<file path="src/rtl/alu_pkg.sv">
// Purpose: Shared constants and types for the rotate, subtract and skip datapath
// Assumes: 8-bit data; registers reached over a 32-bit AXI4-Lite slave
// Notes: Rules carried by the datapath follow
// Summary of operation
// RQ1 - Left rotate through carry to accumulator; old carry to bit 0, bit 7 to carry
// RQ2 - Plain right rotate of memory, bit 0 into bit 7, flags kept
// RQ3 - Right rotate to accumulator, memory and flags kept
// RQ4 - Nine-bit right rotate with carry, written back to memory, only carry changes
// RQ5 - Nine-bit right rotate to accumulator, carry from operand bit 0, memory kept
// RQ6 - Accumulator plus inverted operand plus carry into accumulator, four flags updated
// RQ7 - Same subtract-with-borrow sum written to memory, four flags updated
// RQ8 - A taken skip adds one dummy cycle: two cycles, otherwise one
// RQ9 - Decrement memory, write back, skip on zero, no flag changes
// RQ10 - Operand minus one to accumulator, memory kept, skip on zero, no flags
// RQ11 - Increment memory, write back, skip on zero, no flag changes
// RQ12 - Operand plus one to accumulator, memory kept, skip on zero, no flags
// RQ13 - Byte set writes all ones to memory, flags unchanged
// RQ14 - Bit set forces the selected bit to one, others and flags kept
// RQ15 - Bit test skips when the selected bit is one, operand and flags kept
package alu_pkg;
  // Register byte offsets
  localparam logic [7:0] OFS_CTRL = 8'h00;
  localparam logic [7:0] OFS_OPERAND = 8'h04;
  localparam logic [7:0] OFS_ACC = 8'h08;
  localparam logic [7:0] OFS_FLAGS = 8'h0C;
  localparam logic [7:0] OFS_STATUS = 8'h10;
  // Control fields
  localparam int CTRL_OP_LSB = 0;
  localparam int CTRL_BIT_LSB = 4;
  localparam int CTRL_GO_BIT = 7;
  // Flag fields
  localparam int FLAG_C_BIT = 0;
  localparam int FLAG_HALF_BIT = 1;
  localparam int FLAG_Z_BIT = 2;
  localparam int FLAG_RANGE_BIT = 3;
  // Status fields
  localparam int STAT_BUSY_BIT = 0;
  localparam int STAT_SKIP_BIT = 1;
  localparam int STAT_CYC_LSB = 2;
  // Reset values and constants
  localparam logic [7:0] OPERAND_RST = 8'h00;
  localparam logic [7:0] ACC_RST = 8'h00;
  localparam logic [7:0] BYTE_ALL_ONES = 8'hFF;
  localparam logic [7:0] BYTE_ZERO = 8'h00;
  // Instruction lengths in cycles
  localparam logic [1:0] CYC_NO_SKIP = 2'h1;
  localparam logic [1:0] CYC_SKIP = 2'h2;
  // Bus answers
  localparam logic [1:0] RESP_OKAY = 2'h0;
  localparam logic [1:0] RESP_SLVERR = 2'h2;

  typedef enum logic [3:0] {
    OP_ROT_LEFT_CARRY_ACC = 4'b0000,
    OP_ROTATE_RIGHT = 4'b0001,
    OP_ROTATE_RIGHT_ACC = 4'b0010,
    OP_ROTATE_RIGHT_THRU_CARRY = 4'b0011,
    OP_ROT_RIGHT_CARRY_ACC = 4'b0100,
    OP_SUB_BORROW_ACC = 4'b0101,
    OP_SUB_BORROW_MEM = 4'b0110,
    OP_DEC_SKIP_ZERO = 4'b0111,
    OP_DEC_ACC_SKIP_ZERO = 4'b1000,
    OP_INC_SKIP_ZERO = 4'b1001,
    OP_INC_ACC_SKIP_ZERO = 4'b1010,
    OP_BYTE_SET = 4'b1011,
    OP_BIT_SET = 4'b1100,
    OP_BIT_TEST_SKIP_SET = 4'b1101,
    OP_NONE_E = 4'b1110,
    OP_NONE_F = 4'b1111
  } op_t;

  typedef enum logic [1:0] {
    ST_IDLE = 2'b00,
    ST_EXEC = 2'b01,
    ST_DUMMY = 2'b10
  } state_t;
endpackage

</file>
<file path="src/rtl/rotate_subtract_skip_alu.sv">
// Purpose: Executes rotates, subtract with borrow, inc/dec skip and bit ops
// Assumes: Software loads operand, accumulator and flags, then writes go
// Notes: A taken skip holds discard_fetch for the dummy cycle
module rotate_subtract_skip_alu import alu_pkg::*; #(
  parameter int DATA_W = 8,
  parameter int ADDR_W = 8
) (
  // Clock and reset
  input wire logic aclk,
  input wire logic aresetn,
  // Write address channel
  input wire logic awvalid,
  output logic awready,
  input wire logic [ADDR_W-1:0] awaddr,
  // Write data channel
  input wire logic wvalid,
  output logic wready,
  input wire logic [31:0] wdata,
  input wire logic [3:0] wstrb,
  // Write response channel
  output logic bvalid,
  input wire logic bready,
  output logic [1:0] bresp,
  // Read address channel
  input wire logic arvalid,
  output logic arready,
  input wire logic [ADDR_W-1:0] araddr,
  // Read data channel
  output logic rvalid,
  input wire logic rready,
  output logic [31:0] rdata,
  output logic [1:0] rresp,
  // Sequencer side
  output logic busy,
  output logic discard_fetch
);
  state_t state_reg, state_next;
  op_t op_reg;
  logic [2:0] bit_sel_reg;
  logic [DATA_W-1:0] operand_reg, acc_reg;
  logic carry_flag_reg, half_carry_flag_reg, zero_flag_reg, signed_range_flag_reg;
  logic last_skip_reg;
  logic [1:0] last_cycles_reg;
  logic busy_reg, discard_fetch_reg;
  logic aw_held_reg, w_held_reg;
  logic [ADDR_W-1:0] awaddr_reg;
  logic [31:0] wdata_reg;
  logic [3:0] wstrb_reg;
  logic awready_reg, wready_reg, bvalid_reg, arready_reg, rvalid_reg;
  logic [1:0] bresp_reg, rresp_reg;
  logic [31:0] rdata_reg, read_word;
  logic read_hit, write_hit;
  logic wr_fire, lane0, go_write;
  logic [DATA_W-1:0] rot_result, add_a, add_b, add_sum;
  logic rot_carry, add_cin, add_carry, add_half, add_ovf;
  logic skip_cond, sum_zero;

  // Output ports straight from flops
  assign awready = awready_reg;
  assign wready = wready_reg;
  assign bvalid = bvalid_reg;
  assign bresp = bresp_reg;
  assign arready = arready_reg;
  assign rvalid = rvalid_reg;
  assign rdata = rdata_reg;
  assign rresp = rresp_reg;
  assign busy = busy_reg;
  assign discard_fetch = discard_fetch_reg;

  // Write address capture, either order with data
  always_ff @(posedge aclk) begin
    if (!aresetn) begin
      aw_held_reg <= 1'b0;
      awready_reg <= 1'b0;
      awaddr_reg <= '0;
    end else if (awvalid && awready_reg) begin
      aw_held_reg <= 1'b1;
      awready_reg <= 1'b0;
      awaddr_reg <= awaddr;
    end else if (wr_fire) begin
      aw_held_reg <= 1'b0;
    end else if (!aw_held_reg && !bvalid_reg) begin
      awready_reg <= 1'b1;
    end
  end

  // Write data capture
  always_ff @(posedge aclk) begin
    if (!aresetn) begin
      w_held_reg <= 1'b0;
      wready_reg <= 1'b0;
      wdata_reg <= '0;
      wstrb_reg <= '0;
    end else if (wvalid && wready_reg) begin
      w_held_reg <= 1'b1;
      wready_reg <= 1'b0;
      wdata_reg <= wdata;
      wstrb_reg <= wstrb;
    end else if (wr_fire) begin
      w_held_reg <= 1'b0;
    end else if (!w_held_reg && !bvalid_reg) begin
      wready_reg <= 1'b1;
    end
  end

  // Write commit and decode
  assign wr_fire = aw_held_reg && w_held_reg && !bvalid_reg;
  assign lane0 = wr_fire && wstrb_reg[0];
  assign write_hit = (awaddr_reg == OFS_CTRL) || (awaddr_reg == OFS_OPERAND) ||
                     (awaddr_reg == OFS_ACC) || (awaddr_reg == OFS_FLAGS) ||
                     (awaddr_reg == OFS_STATUS);
  assign go_write = lane0 && (awaddr_reg == OFS_CTRL) && wdata_reg[CTRL_GO_BIT] &&
                    (state_reg == ST_IDLE);

  // Write response
  always_ff @(posedge aclk) begin
    if (!aresetn) begin
      bvalid_reg <= 1'b0;
      bresp_reg <= RESP_OKAY;
    end else if (wr_fire) begin
      bvalid_reg <= 1'b1;
      bresp_reg <= write_hit ? RESP_OKAY : RESP_SLVERR;
    end else if (bready && bvalid_reg) begin
      bvalid_reg <= 1'b0;
    end
  end

  // Read mux
  always_comb begin
    read_word = 32'h0000_0000;
    read_hit = 1'b1;
    case (araddr)
      OFS_CTRL: begin
        read_word[CTRL_OP_LSB +: 4] = op_reg;
        read_word[CTRL_BIT_LSB +: 3] = bit_sel_reg;
      end
      OFS_OPERAND: read_word[DATA_W-1:0] = operand_reg;
      OFS_ACC: read_word[DATA_W-1:0] = acc_reg;
      OFS_FLAGS: begin
        read_word[FLAG_C_BIT] = carry_flag_reg;
        read_word[FLAG_HALF_BIT] = half_carry_flag_reg;
        read_word[FLAG_Z_BIT] = zero_flag_reg;
        read_word[FLAG_RANGE_BIT] = signed_range_flag_reg;
      end
      OFS_STATUS: begin
        read_word[STAT_BUSY_BIT] = busy_reg;
        read_word[STAT_SKIP_BIT] = last_skip_reg;
        read_word[STAT_CYC_LSB +: 2] = last_cycles_reg;
      end
      default: read_hit = 1'b0;
    endcase
  end

  // Read channel, answer one cycle after address
  always_ff @(posedge aclk) begin
    if (!aresetn) begin
      arready_reg <= 1'b0;
      rvalid_reg <= 1'b0;
      rdata_reg <= 32'h0000_0000;
      rresp_reg <= RESP_OKAY;
    end else if (arvalid && arready_reg) begin
      arready_reg <= 1'b0;
      rvalid_reg <= 1'b1;
      rdata_reg <= read_word;
      rresp_reg <= read_hit ? RESP_OKAY : RESP_SLVERR;
    end else if (rready && rvalid_reg) begin
      rvalid_reg <= 1'b0;
    end else if (!rvalid_reg) begin
      arready_reg <= 1'b1;
    end
  end

  // Datapath units
  rotate_unit #(.WIDTH(DATA_W)) u_rotate (
    .op(op_reg),
    .operand(operand_reg),
    .carry_in(carry_flag_reg),
    .result(rot_result),
    .carry_out(rot_carry)
  );

  // Adder inputs: borrow subtract, decrement or increment
  always_comb begin
    add_a = operand_reg;
    add_b = BYTE_ZERO;
    add_cin = 1'b1; // RQ11
    case (op_reg)
      OP_SUB_BORROW_ACC, OP_SUB_BORROW_MEM: begin
        add_a = acc_reg; // RQ6
        add_b = ~operand_reg;
        add_cin = carry_flag_reg;
      end
      OP_DEC_SKIP_ZERO, OP_DEC_ACC_SKIP_ZERO: begin
        add_b = BYTE_ALL_ONES; // RQ9
        add_cin = 1'b0;
      end
      default: begin
        add_b = BYTE_ZERO;
        add_cin = 1'b1;
      end
    endcase
  end

  add_flags_unit #(.WIDTH(DATA_W)) u_adder (
    .a(add_a),
    .b(add_b),
    .cin(add_cin),
    .sum(add_sum),
    .carry_out(add_carry),
    .half_out(add_half),
    .ovf_out(add_ovf)
  );

  // Skip decision
  assign sum_zero = (add_sum == BYTE_ZERO);
  always_comb begin
    case (op_reg)
      OP_DEC_SKIP_ZERO, OP_DEC_ACC_SKIP_ZERO: skip_cond = sum_zero; // RQ9
      OP_INC_SKIP_ZERO, OP_INC_ACC_SKIP_ZERO: skip_cond = sum_zero; // RQ11
      OP_BIT_TEST_SKIP_SET: skip_cond = operand_reg[bit_sel_reg]; // RQ15
      default: skip_cond = 1'b0;
    endcase
  end

  // Sequencer state
  always_comb begin
    case (state_reg)
      ST_IDLE: state_next = go_write ? ST_EXEC : ST_IDLE;
      ST_EXEC: state_next = skip_cond ? ST_DUMMY : ST_IDLE; // RQ8
      ST_DUMMY: state_next = ST_IDLE;
      default: state_next = ST_IDLE;
    endcase
  end

  always_ff @(posedge aclk) begin
    if (!aresetn) begin
      state_reg <= ST_IDLE;
      busy_reg <= 1'b0;
      discard_fetch_reg <= 1'b0;
    end else begin
      state_reg <= state_next;
      busy_reg <= (state_next != ST_IDLE);
      discard_fetch_reg <= (state_next == ST_DUMMY); // RQ8
    end
  end

  // Instruction latch from control register
  always_ff @(posedge aclk) begin
    if (!aresetn) begin
      op_reg <= OP_NONE_F;
      bit_sel_reg <= 3'h0;
    end else if (lane0 && awaddr_reg == OFS_CTRL && state_reg == ST_IDLE) begin
      op_reg <= op_t'(wdata_reg[CTRL_OP_LSB +: 4]);
      bit_sel_reg <= wdata_reg[CTRL_BIT_LSB +: 3];
    end
  end

  // Memory operand: engine write-back wins over software
  always_ff @(posedge aclk) begin
    if (!aresetn) begin
      operand_reg <= OPERAND_RST;
    end else if (state_reg == ST_EXEC) begin
      case (op_reg)
        OP_ROTATE_RIGHT, OP_ROTATE_RIGHT_THRU_CARRY: operand_reg <= rot_result; // RQ2 RQ4
        OP_SUB_BORROW_MEM: operand_reg <= add_sum; // RQ7
        OP_DEC_SKIP_ZERO, OP_INC_SKIP_ZERO: operand_reg <= add_sum; // RQ9 RQ11
        OP_BYTE_SET: operand_reg <= BYTE_ALL_ONES; // RQ13
        OP_BIT_SET: operand_reg[bit_sel_reg] <= 1'b1; // RQ14
        default: operand_reg <= operand_reg;
      endcase
    end else if (lane0 && awaddr_reg == OFS_OPERAND && state_reg == ST_IDLE) begin
      operand_reg <= wdata_reg[DATA_W-1:0];
    end
  end

  // Accumulator
  always_ff @(posedge aclk) begin
    if (!aresetn) begin
      acc_reg <= ACC_RST;
    end else if (state_reg == ST_EXEC) begin
      case (op_reg)
        OP_ROT_LEFT_CARRY_ACC: acc_reg <= rot_result; // RQ1
        OP_ROTATE_RIGHT_ACC, OP_ROT_RIGHT_CARRY_ACC: acc_reg <= rot_result; // RQ3 RQ5
        OP_SUB_BORROW_ACC: acc_reg <= add_sum; // RQ6
        OP_DEC_ACC_SKIP_ZERO, OP_INC_ACC_SKIP_ZERO: acc_reg <= add_sum; // RQ10 RQ12
        default: acc_reg <= acc_reg;
      endcase
    end else if (lane0 && awaddr_reg == OFS_ACC && state_reg == ST_IDLE) begin
      acc_reg <= wdata_reg[DATA_W-1:0];
    end
  end

  // Status flags: rotates through carry touch carry only
  always_ff @(posedge aclk) begin
    if (!aresetn) begin
      carry_flag_reg <= 1'b0;
      half_carry_flag_reg <= 1'b0;
      zero_flag_reg <= 1'b0;
      signed_range_flag_reg <= 1'b0;
    end else if (state_reg == ST_EXEC) begin
      case (op_reg)
        OP_ROT_LEFT_CARRY_ACC, OP_ROTATE_RIGHT_THRU_CARRY, OP_ROT_RIGHT_CARRY_ACC: begin
          carry_flag_reg <= rot_carry; // RQ1 RQ4 RQ5
        end
        OP_SUB_BORROW_ACC, OP_SUB_BORROW_MEM: begin
          carry_flag_reg <= add_carry; // RQ6 RQ7
          half_carry_flag_reg <= add_half;
          zero_flag_reg <= sum_zero;
          signed_range_flag_reg <= add_ovf;
        end
        default: carry_flag_reg <= carry_flag_reg;
      endcase
    end else if (lane0 && awaddr_reg == OFS_FLAGS && state_reg == ST_IDLE) begin
      carry_flag_reg <= wdata_reg[FLAG_C_BIT];
      half_carry_flag_reg <= wdata_reg[FLAG_HALF_BIT];
      zero_flag_reg <= wdata_reg[FLAG_Z_BIT];
      signed_range_flag_reg <= wdata_reg[FLAG_RANGE_BIT];
    end
  end

  // Outcome of last instruction
  always_ff @(posedge aclk) begin
    if (!aresetn) begin
      last_skip_reg <= 1'b0;
      last_cycles_reg <= 2'h0;
    end else if (state_reg == ST_EXEC) begin
      last_skip_reg <= skip_cond;
      last_cycles_reg <= skip_cond ? CYC_SKIP : CYC_NO_SKIP; // RQ8
    end
  end

  // Checking helpers: previous-cycle view
  logic exec_d;
  op_t prev_op;
  logic [DATA_W-1:0] prev_opnd, prev_acc;
  logic [3:0] prev_flags;
  logic [2:0] prev_bit;
  logic [DATA_W:0] exp_sub;
  always_ff @(posedge aclk) begin
    exec_d <= aresetn && (state_reg == ST_EXEC);
    prev_op <= op_reg;
    prev_opnd <= operand_reg;
    prev_acc <= acc_reg;
    prev_bit <= bit_sel_reg;
    prev_flags <= {signed_range_flag_reg, zero_flag_reg, half_carry_flag_reg, carry_flag_reg};
  end
  assign exp_sub = {1'b0, prev_acc} + {1'b0, ~prev_opnd} + {{DATA_W{1'b0}}, prev_flags[0]};
endmodule

</file>
<file path="src/rtl/rotate_unit.sv">
// Purpose: Single-step rotate network, plain and through carry
// Assumes: Pure combinational; caller picks where the result lands
// Notes: Non-rotate opcodes pass the operand and carry unchanged
module rotate_unit import alu_pkg::*; #(
  parameter int WIDTH = 8
) (
  // Operation select
  input wire op_t op,
  // Operand and carry in
  input wire logic [WIDTH-1:0] operand,
  input wire logic carry_in,
  // Rotated value and carry out
  output logic [WIDTH-1:0] result,
  output logic carry_out
);
  // Rotate selection
  always_comb begin
    result = operand;
    carry_out = carry_in;
    case (op)
      OP_ROT_LEFT_CARRY_ACC: begin
        result = {operand[WIDTH-2:0], carry_in}; // RQ1
        carry_out = operand[WIDTH-1];
      end
      OP_ROTATE_RIGHT, OP_ROTATE_RIGHT_ACC: begin
        result = {operand[0], operand[WIDTH-1:1]}; // RQ2
      end
      OP_ROTATE_RIGHT_THRU_CARRY, OP_ROT_RIGHT_CARRY_ACC: begin
        result = {carry_in, operand[WIDTH-1:1]}; // RQ4
        carry_out = operand[0];
      end
      default: begin
        result = operand;
        carry_out = carry_in;
      end
    endcase
  end
endmodule

</file>
<file path="src/rtl/add_flags_unit.sv">
// Purpose: Adder with carry in producing carry, half carry and overflow
// Assumes: Pure combinational; subtract is done by inverting b outside
// Notes: Half carry is the carry out of bit 3
module add_flags_unit #(
  parameter int WIDTH = 8
) (
  // Addends
  input wire logic [WIDTH-1:0] a,
  input wire logic [WIDTH-1:0] b,
  input wire logic cin,
  // Sum and flags
  output logic [WIDTH-1:0] sum,
  output logic carry_out,
  output logic half_out,
  output logic ovf_out
);
  logic [WIDTH:0] full;
  logic [4:0] low;

  // Full and low-nibble sums
  assign full = {1'b0, a} + {1'b0, b} + {{WIDTH{1'b0}}, cin};
  assign low = {1'b0, a[3:0]} + {1'b0, b[3:0]} + {4'h0, cin};
  assign sum = full[WIDTH-1:0];
  assign carry_out = full[WIDTH];
  assign half_out = low[4];
  // Same-sign addends giving a different-sign sum
  assign ovf_out = (a[WIDTH-1] == b[WIDTH-1]) && (sum[WIDTH-1] != a[WIDTH-1]);
endmodule

</file>
<file path="config.mk">
export PLATFORM = sky130hd
export DESIGN_NAME = rotate_subtract_skip_alu
export DESIGN_NICKNAME = d
export VERILOG_FILES = /design/src/rtl/alu_pkg.sv /design/src/rtl/rotate_subtract_skip_alu.sv /design/src/rtl/rotate_unit.sv /design/src/rtl/add_flags_unit.sv
export SDC_FILE = /design/constraint.sdc
export NUM_CORES = 1
export LEC_CHECK = 0
export BUFFER_PORTS_ARGS = -buffer_cell sky130_fd_sc_hd__buf_2
export CORE_MARGIN = 5
export CORE_UTILIZATION = 50
export CTS_CLUSTER_DIAMETER = 40
export DETAILED_ROUTE_END_ITERATION = 12
export GPL_ROUTABILITY_DRIVEN = 0
export GPL_TIMING_DRIVEN = 1
export PLACE_DENSITY = 0.75
export RECOVER_POWER = 100
export SETUP_SLACK_MARGIN = 0.1
export SLEW_MARGIN = 20
export SYNTH_ARGS = -nofsm -noshare
export SYNTH_HDL_FRONTEND = slang
export SYNTH_SLANG_ARGS = --single-unit
</file>
<file path="constraint.sdc">
create_clock -name aclk -period 4 [get_ports aclk]
set_clock_uncertainty 0.2 [all_clocks]
set_input_delay 0.4 -clock aclk [delete_from_list [all_inputs] [get_ports aclk]]
set_output_delay 0.4 -clock aclk [all_outputs]
set_load 0.005 [all_outputs]
</file>
==> results.md <==
* Outcome: complete, but fails checks
* Failing checks: max-capacitance violations, max-slew violations
* Total gr overflow at 0
* Reg clk slew, reported paths at 80 ps
* Via Count at ~4500
* Clock Path Buffers at 2
* Total Wirelength at ~13000 microns
* Die height at 104 microns
* DP Area at about 0.0046 sq mm
* CTS buffer count at 9
* Number of synthesized flops with an enable pin at 0
* Drt pass-1 iters at 6
* Worst Hold Launch: wdata[0]
* Min Tclk post-route at about 3800 ps
* Commonest cells after routing, fill and taps aside: 66 x dfxtp_1, 65 x nand2_1, 50 x o21ai_0, 50 x a21oi_1, 40 x nor2_1
* Main synth FF type: dfxtp_1
* Share of cells above drive strength 1 at between 10% and 20%
* Fillers at 835
* P&R area growth vs syn at 8.74%
* Crit end category: register
* CP Max Fanout at 10
* Largest net degree at the start of global routing at 37
* Global-route wire length before repair at around 20000 microns
* Peak supply drop at 0.000221 V
* Register bit count reported by yosys at 67
* Tightest Pin Transition at about 1700 ps
* Post-synth cell types at 65
* LEAKAGE at approximately 1.9 nW
* Vias/cell at approximately 6.3
* Synth Area per Inst at roughly 7.6 sq um
* Die area at about 0.011 sq mm
* CP required at ~4000 ps
* Pwr per Cell Area at about 290 mW/mm^2
* Post-Syn Instances at 574
* Launching point of the worst reg2reg path: op_reg[2]
* Placed cell count at between 600 and 700
* Hold WC Path Type: in -> reg
* Seq/Total Area, Yosys at between 30 and 40%
* Power Total at 0.00140 W
* TritonCTS clock tree: done
* Clock Sinks at 67
* Slew Limit Fails at between 50 and 60
* Port Buffers at 48
* Worst Setup SP: op_reg[2]
* Die W at around 100 microns
* Initial Util at between 50 and 60%
* Row cnt at 34
* Post-route cell area at between 0.004 and 0.005 sq mm
* RSZ-0062 raised after global routing: false
* Final ANT Viol Nets at 0
* Final setup margin at roughly 220 ps
* H-tree depth at 3
* Wire per inst at ~18 microns
* Setup violators final at 0
* Commonest non-fill, non-tap cell in the layout: dfxtp_1
* Post-CTS Setup Bufs at 0
* N_diodes at 0
* Part of the cycle the worst path needs at between 90 and 100%
* Worst slack, placed at 186 ps
* Iteration-0 DRC Markers at roughly 560
* Max cap viols at 2
* Final setup TNS at 0 ps
* Initial antenna violation count at 0
* Register area at approximately 0.0013 sq mm
* Clock latency on the worst-skew pair at approximately 350 ps
* Startpoint Class: register
* Max_slew headroom at -13.1%
* Vias in the first global route at around 4200
* Core ar. at 0.00864 sq mm
* Final Hold Vio Count at 0
* Post-detail-place hpwl at slightly above 9000 microns
* Boundary Pins at 102
* GRT Util Overall at around 23%
* Synth Warn # at 0
* DRC at 0
* F_max at about 260 MHz
* CTS root buffer: clkbuf_8
* Non-Filler Instances at between 700 and 800
* Ys async rst share at 0%
* Multi-input logic area at approximately 0.0027 sq mm
* Synthesized area at 0.00438 sq mm
* Layout net count at 670
* WP data arrival at 3800 ps
* Category of the most critical setup path: reg -> reg
area by class of cell:
cell class | instances | area share [%]
tap | 108 | 2.84
clock buffer | 9 | 2.60
clock inverter | 7 | 1.71
inverter | 16 | 1.26
timing repair buffer | 62 | 6.88
sequential | 67 | 28.2
multi-input combinational | 446 | 56.5
kinds of logic (layout without fill, tap and decap cells):
group / count (synthesis) / in the layout / synth area share (%)
AO/OA/AOI/OAI: 190 / 190 / 27.3
XOR/XNOR: 12 / 12 / 2.40
adder cells (fa/ha/maj): 9 / 9 / 2.91
buffers and inverters: 86 / 94 / 9.99
flip-flops: 67 / 67 / 30.6
multiplexers: 23 / 23 / 6.05
other: 1 / 26 / 0.0856
AND/OR/NAND/NOR: 186 / 186 / 20.7
report_power, final:
group	switching (W)	internal [W]
registers	0.0000182	0.000684
logic	0.0000653	0.0000375
clock network	0.000298	0.000298
routing by layer:
layer | GRT usage [%] | share of wire (%) | vias to the layer above
li1 | - | - | 2090
met1 | 28.0 | 39 | 2073
met2 | 36.4 | 46 | 301
met3 | 6.97 | 11 | 70
met4 | 10.0 | 4.3 | 0
met5 | 0 | 0 | -
worst max-delay path: stages (launching register included):
cell and delay [ps]:
dfxtp_1 550, nand2b_1 180, nor2_1 200, a21oi_2 80, buf_4 180, o21a_1 110, fa_1 410, fa_1 440
a21o_1 170, a21oi_1 200, xnor2_1 230, nor4_2 120, a41oi_1 400, o21ai_0 150
metrics by stage:
step	hold WS [ps]	util (%)
global route	70.2	55.2
finish	76.3	55.2
detailed placement	262	53.0
floorplan	231	-
CTS	67.8	55.4
global placement	247	53.0
synth_stat cells, types with 9 or more instances:
master,instances,area [sq um]
mux2i_1,13,130
o21ai_0,48,240
nand2_1,65,244
dfxtp_1,67,1340
a21oi_1,52,260
buf_4,28,210
nor3_1,10,50.1
nand2b_1,10,62.6
clkbuf_1,36,135
nand3_1,22,110
a31oi_1,16,100
o22ai_1,9,56.3
inv_1,16,60.1
nor2_1,41,154
repair_timing:
item | 4_1_cts | 5_1_grt
hold buffers | 0 | 0
gates resized for setup | 0 | 9
endpoints found under the setup margin | 0 | 10
path summary, 6_finish.rpt:
path,endpoint,slack [ps],cells past startpoint
max,busy,220,13
min,wdata_reg[0],80,3
max reg2reg,busy,220,13
min reg2reg,wstrb_reg[0],270,2
(Power assumes the default switching activity.)
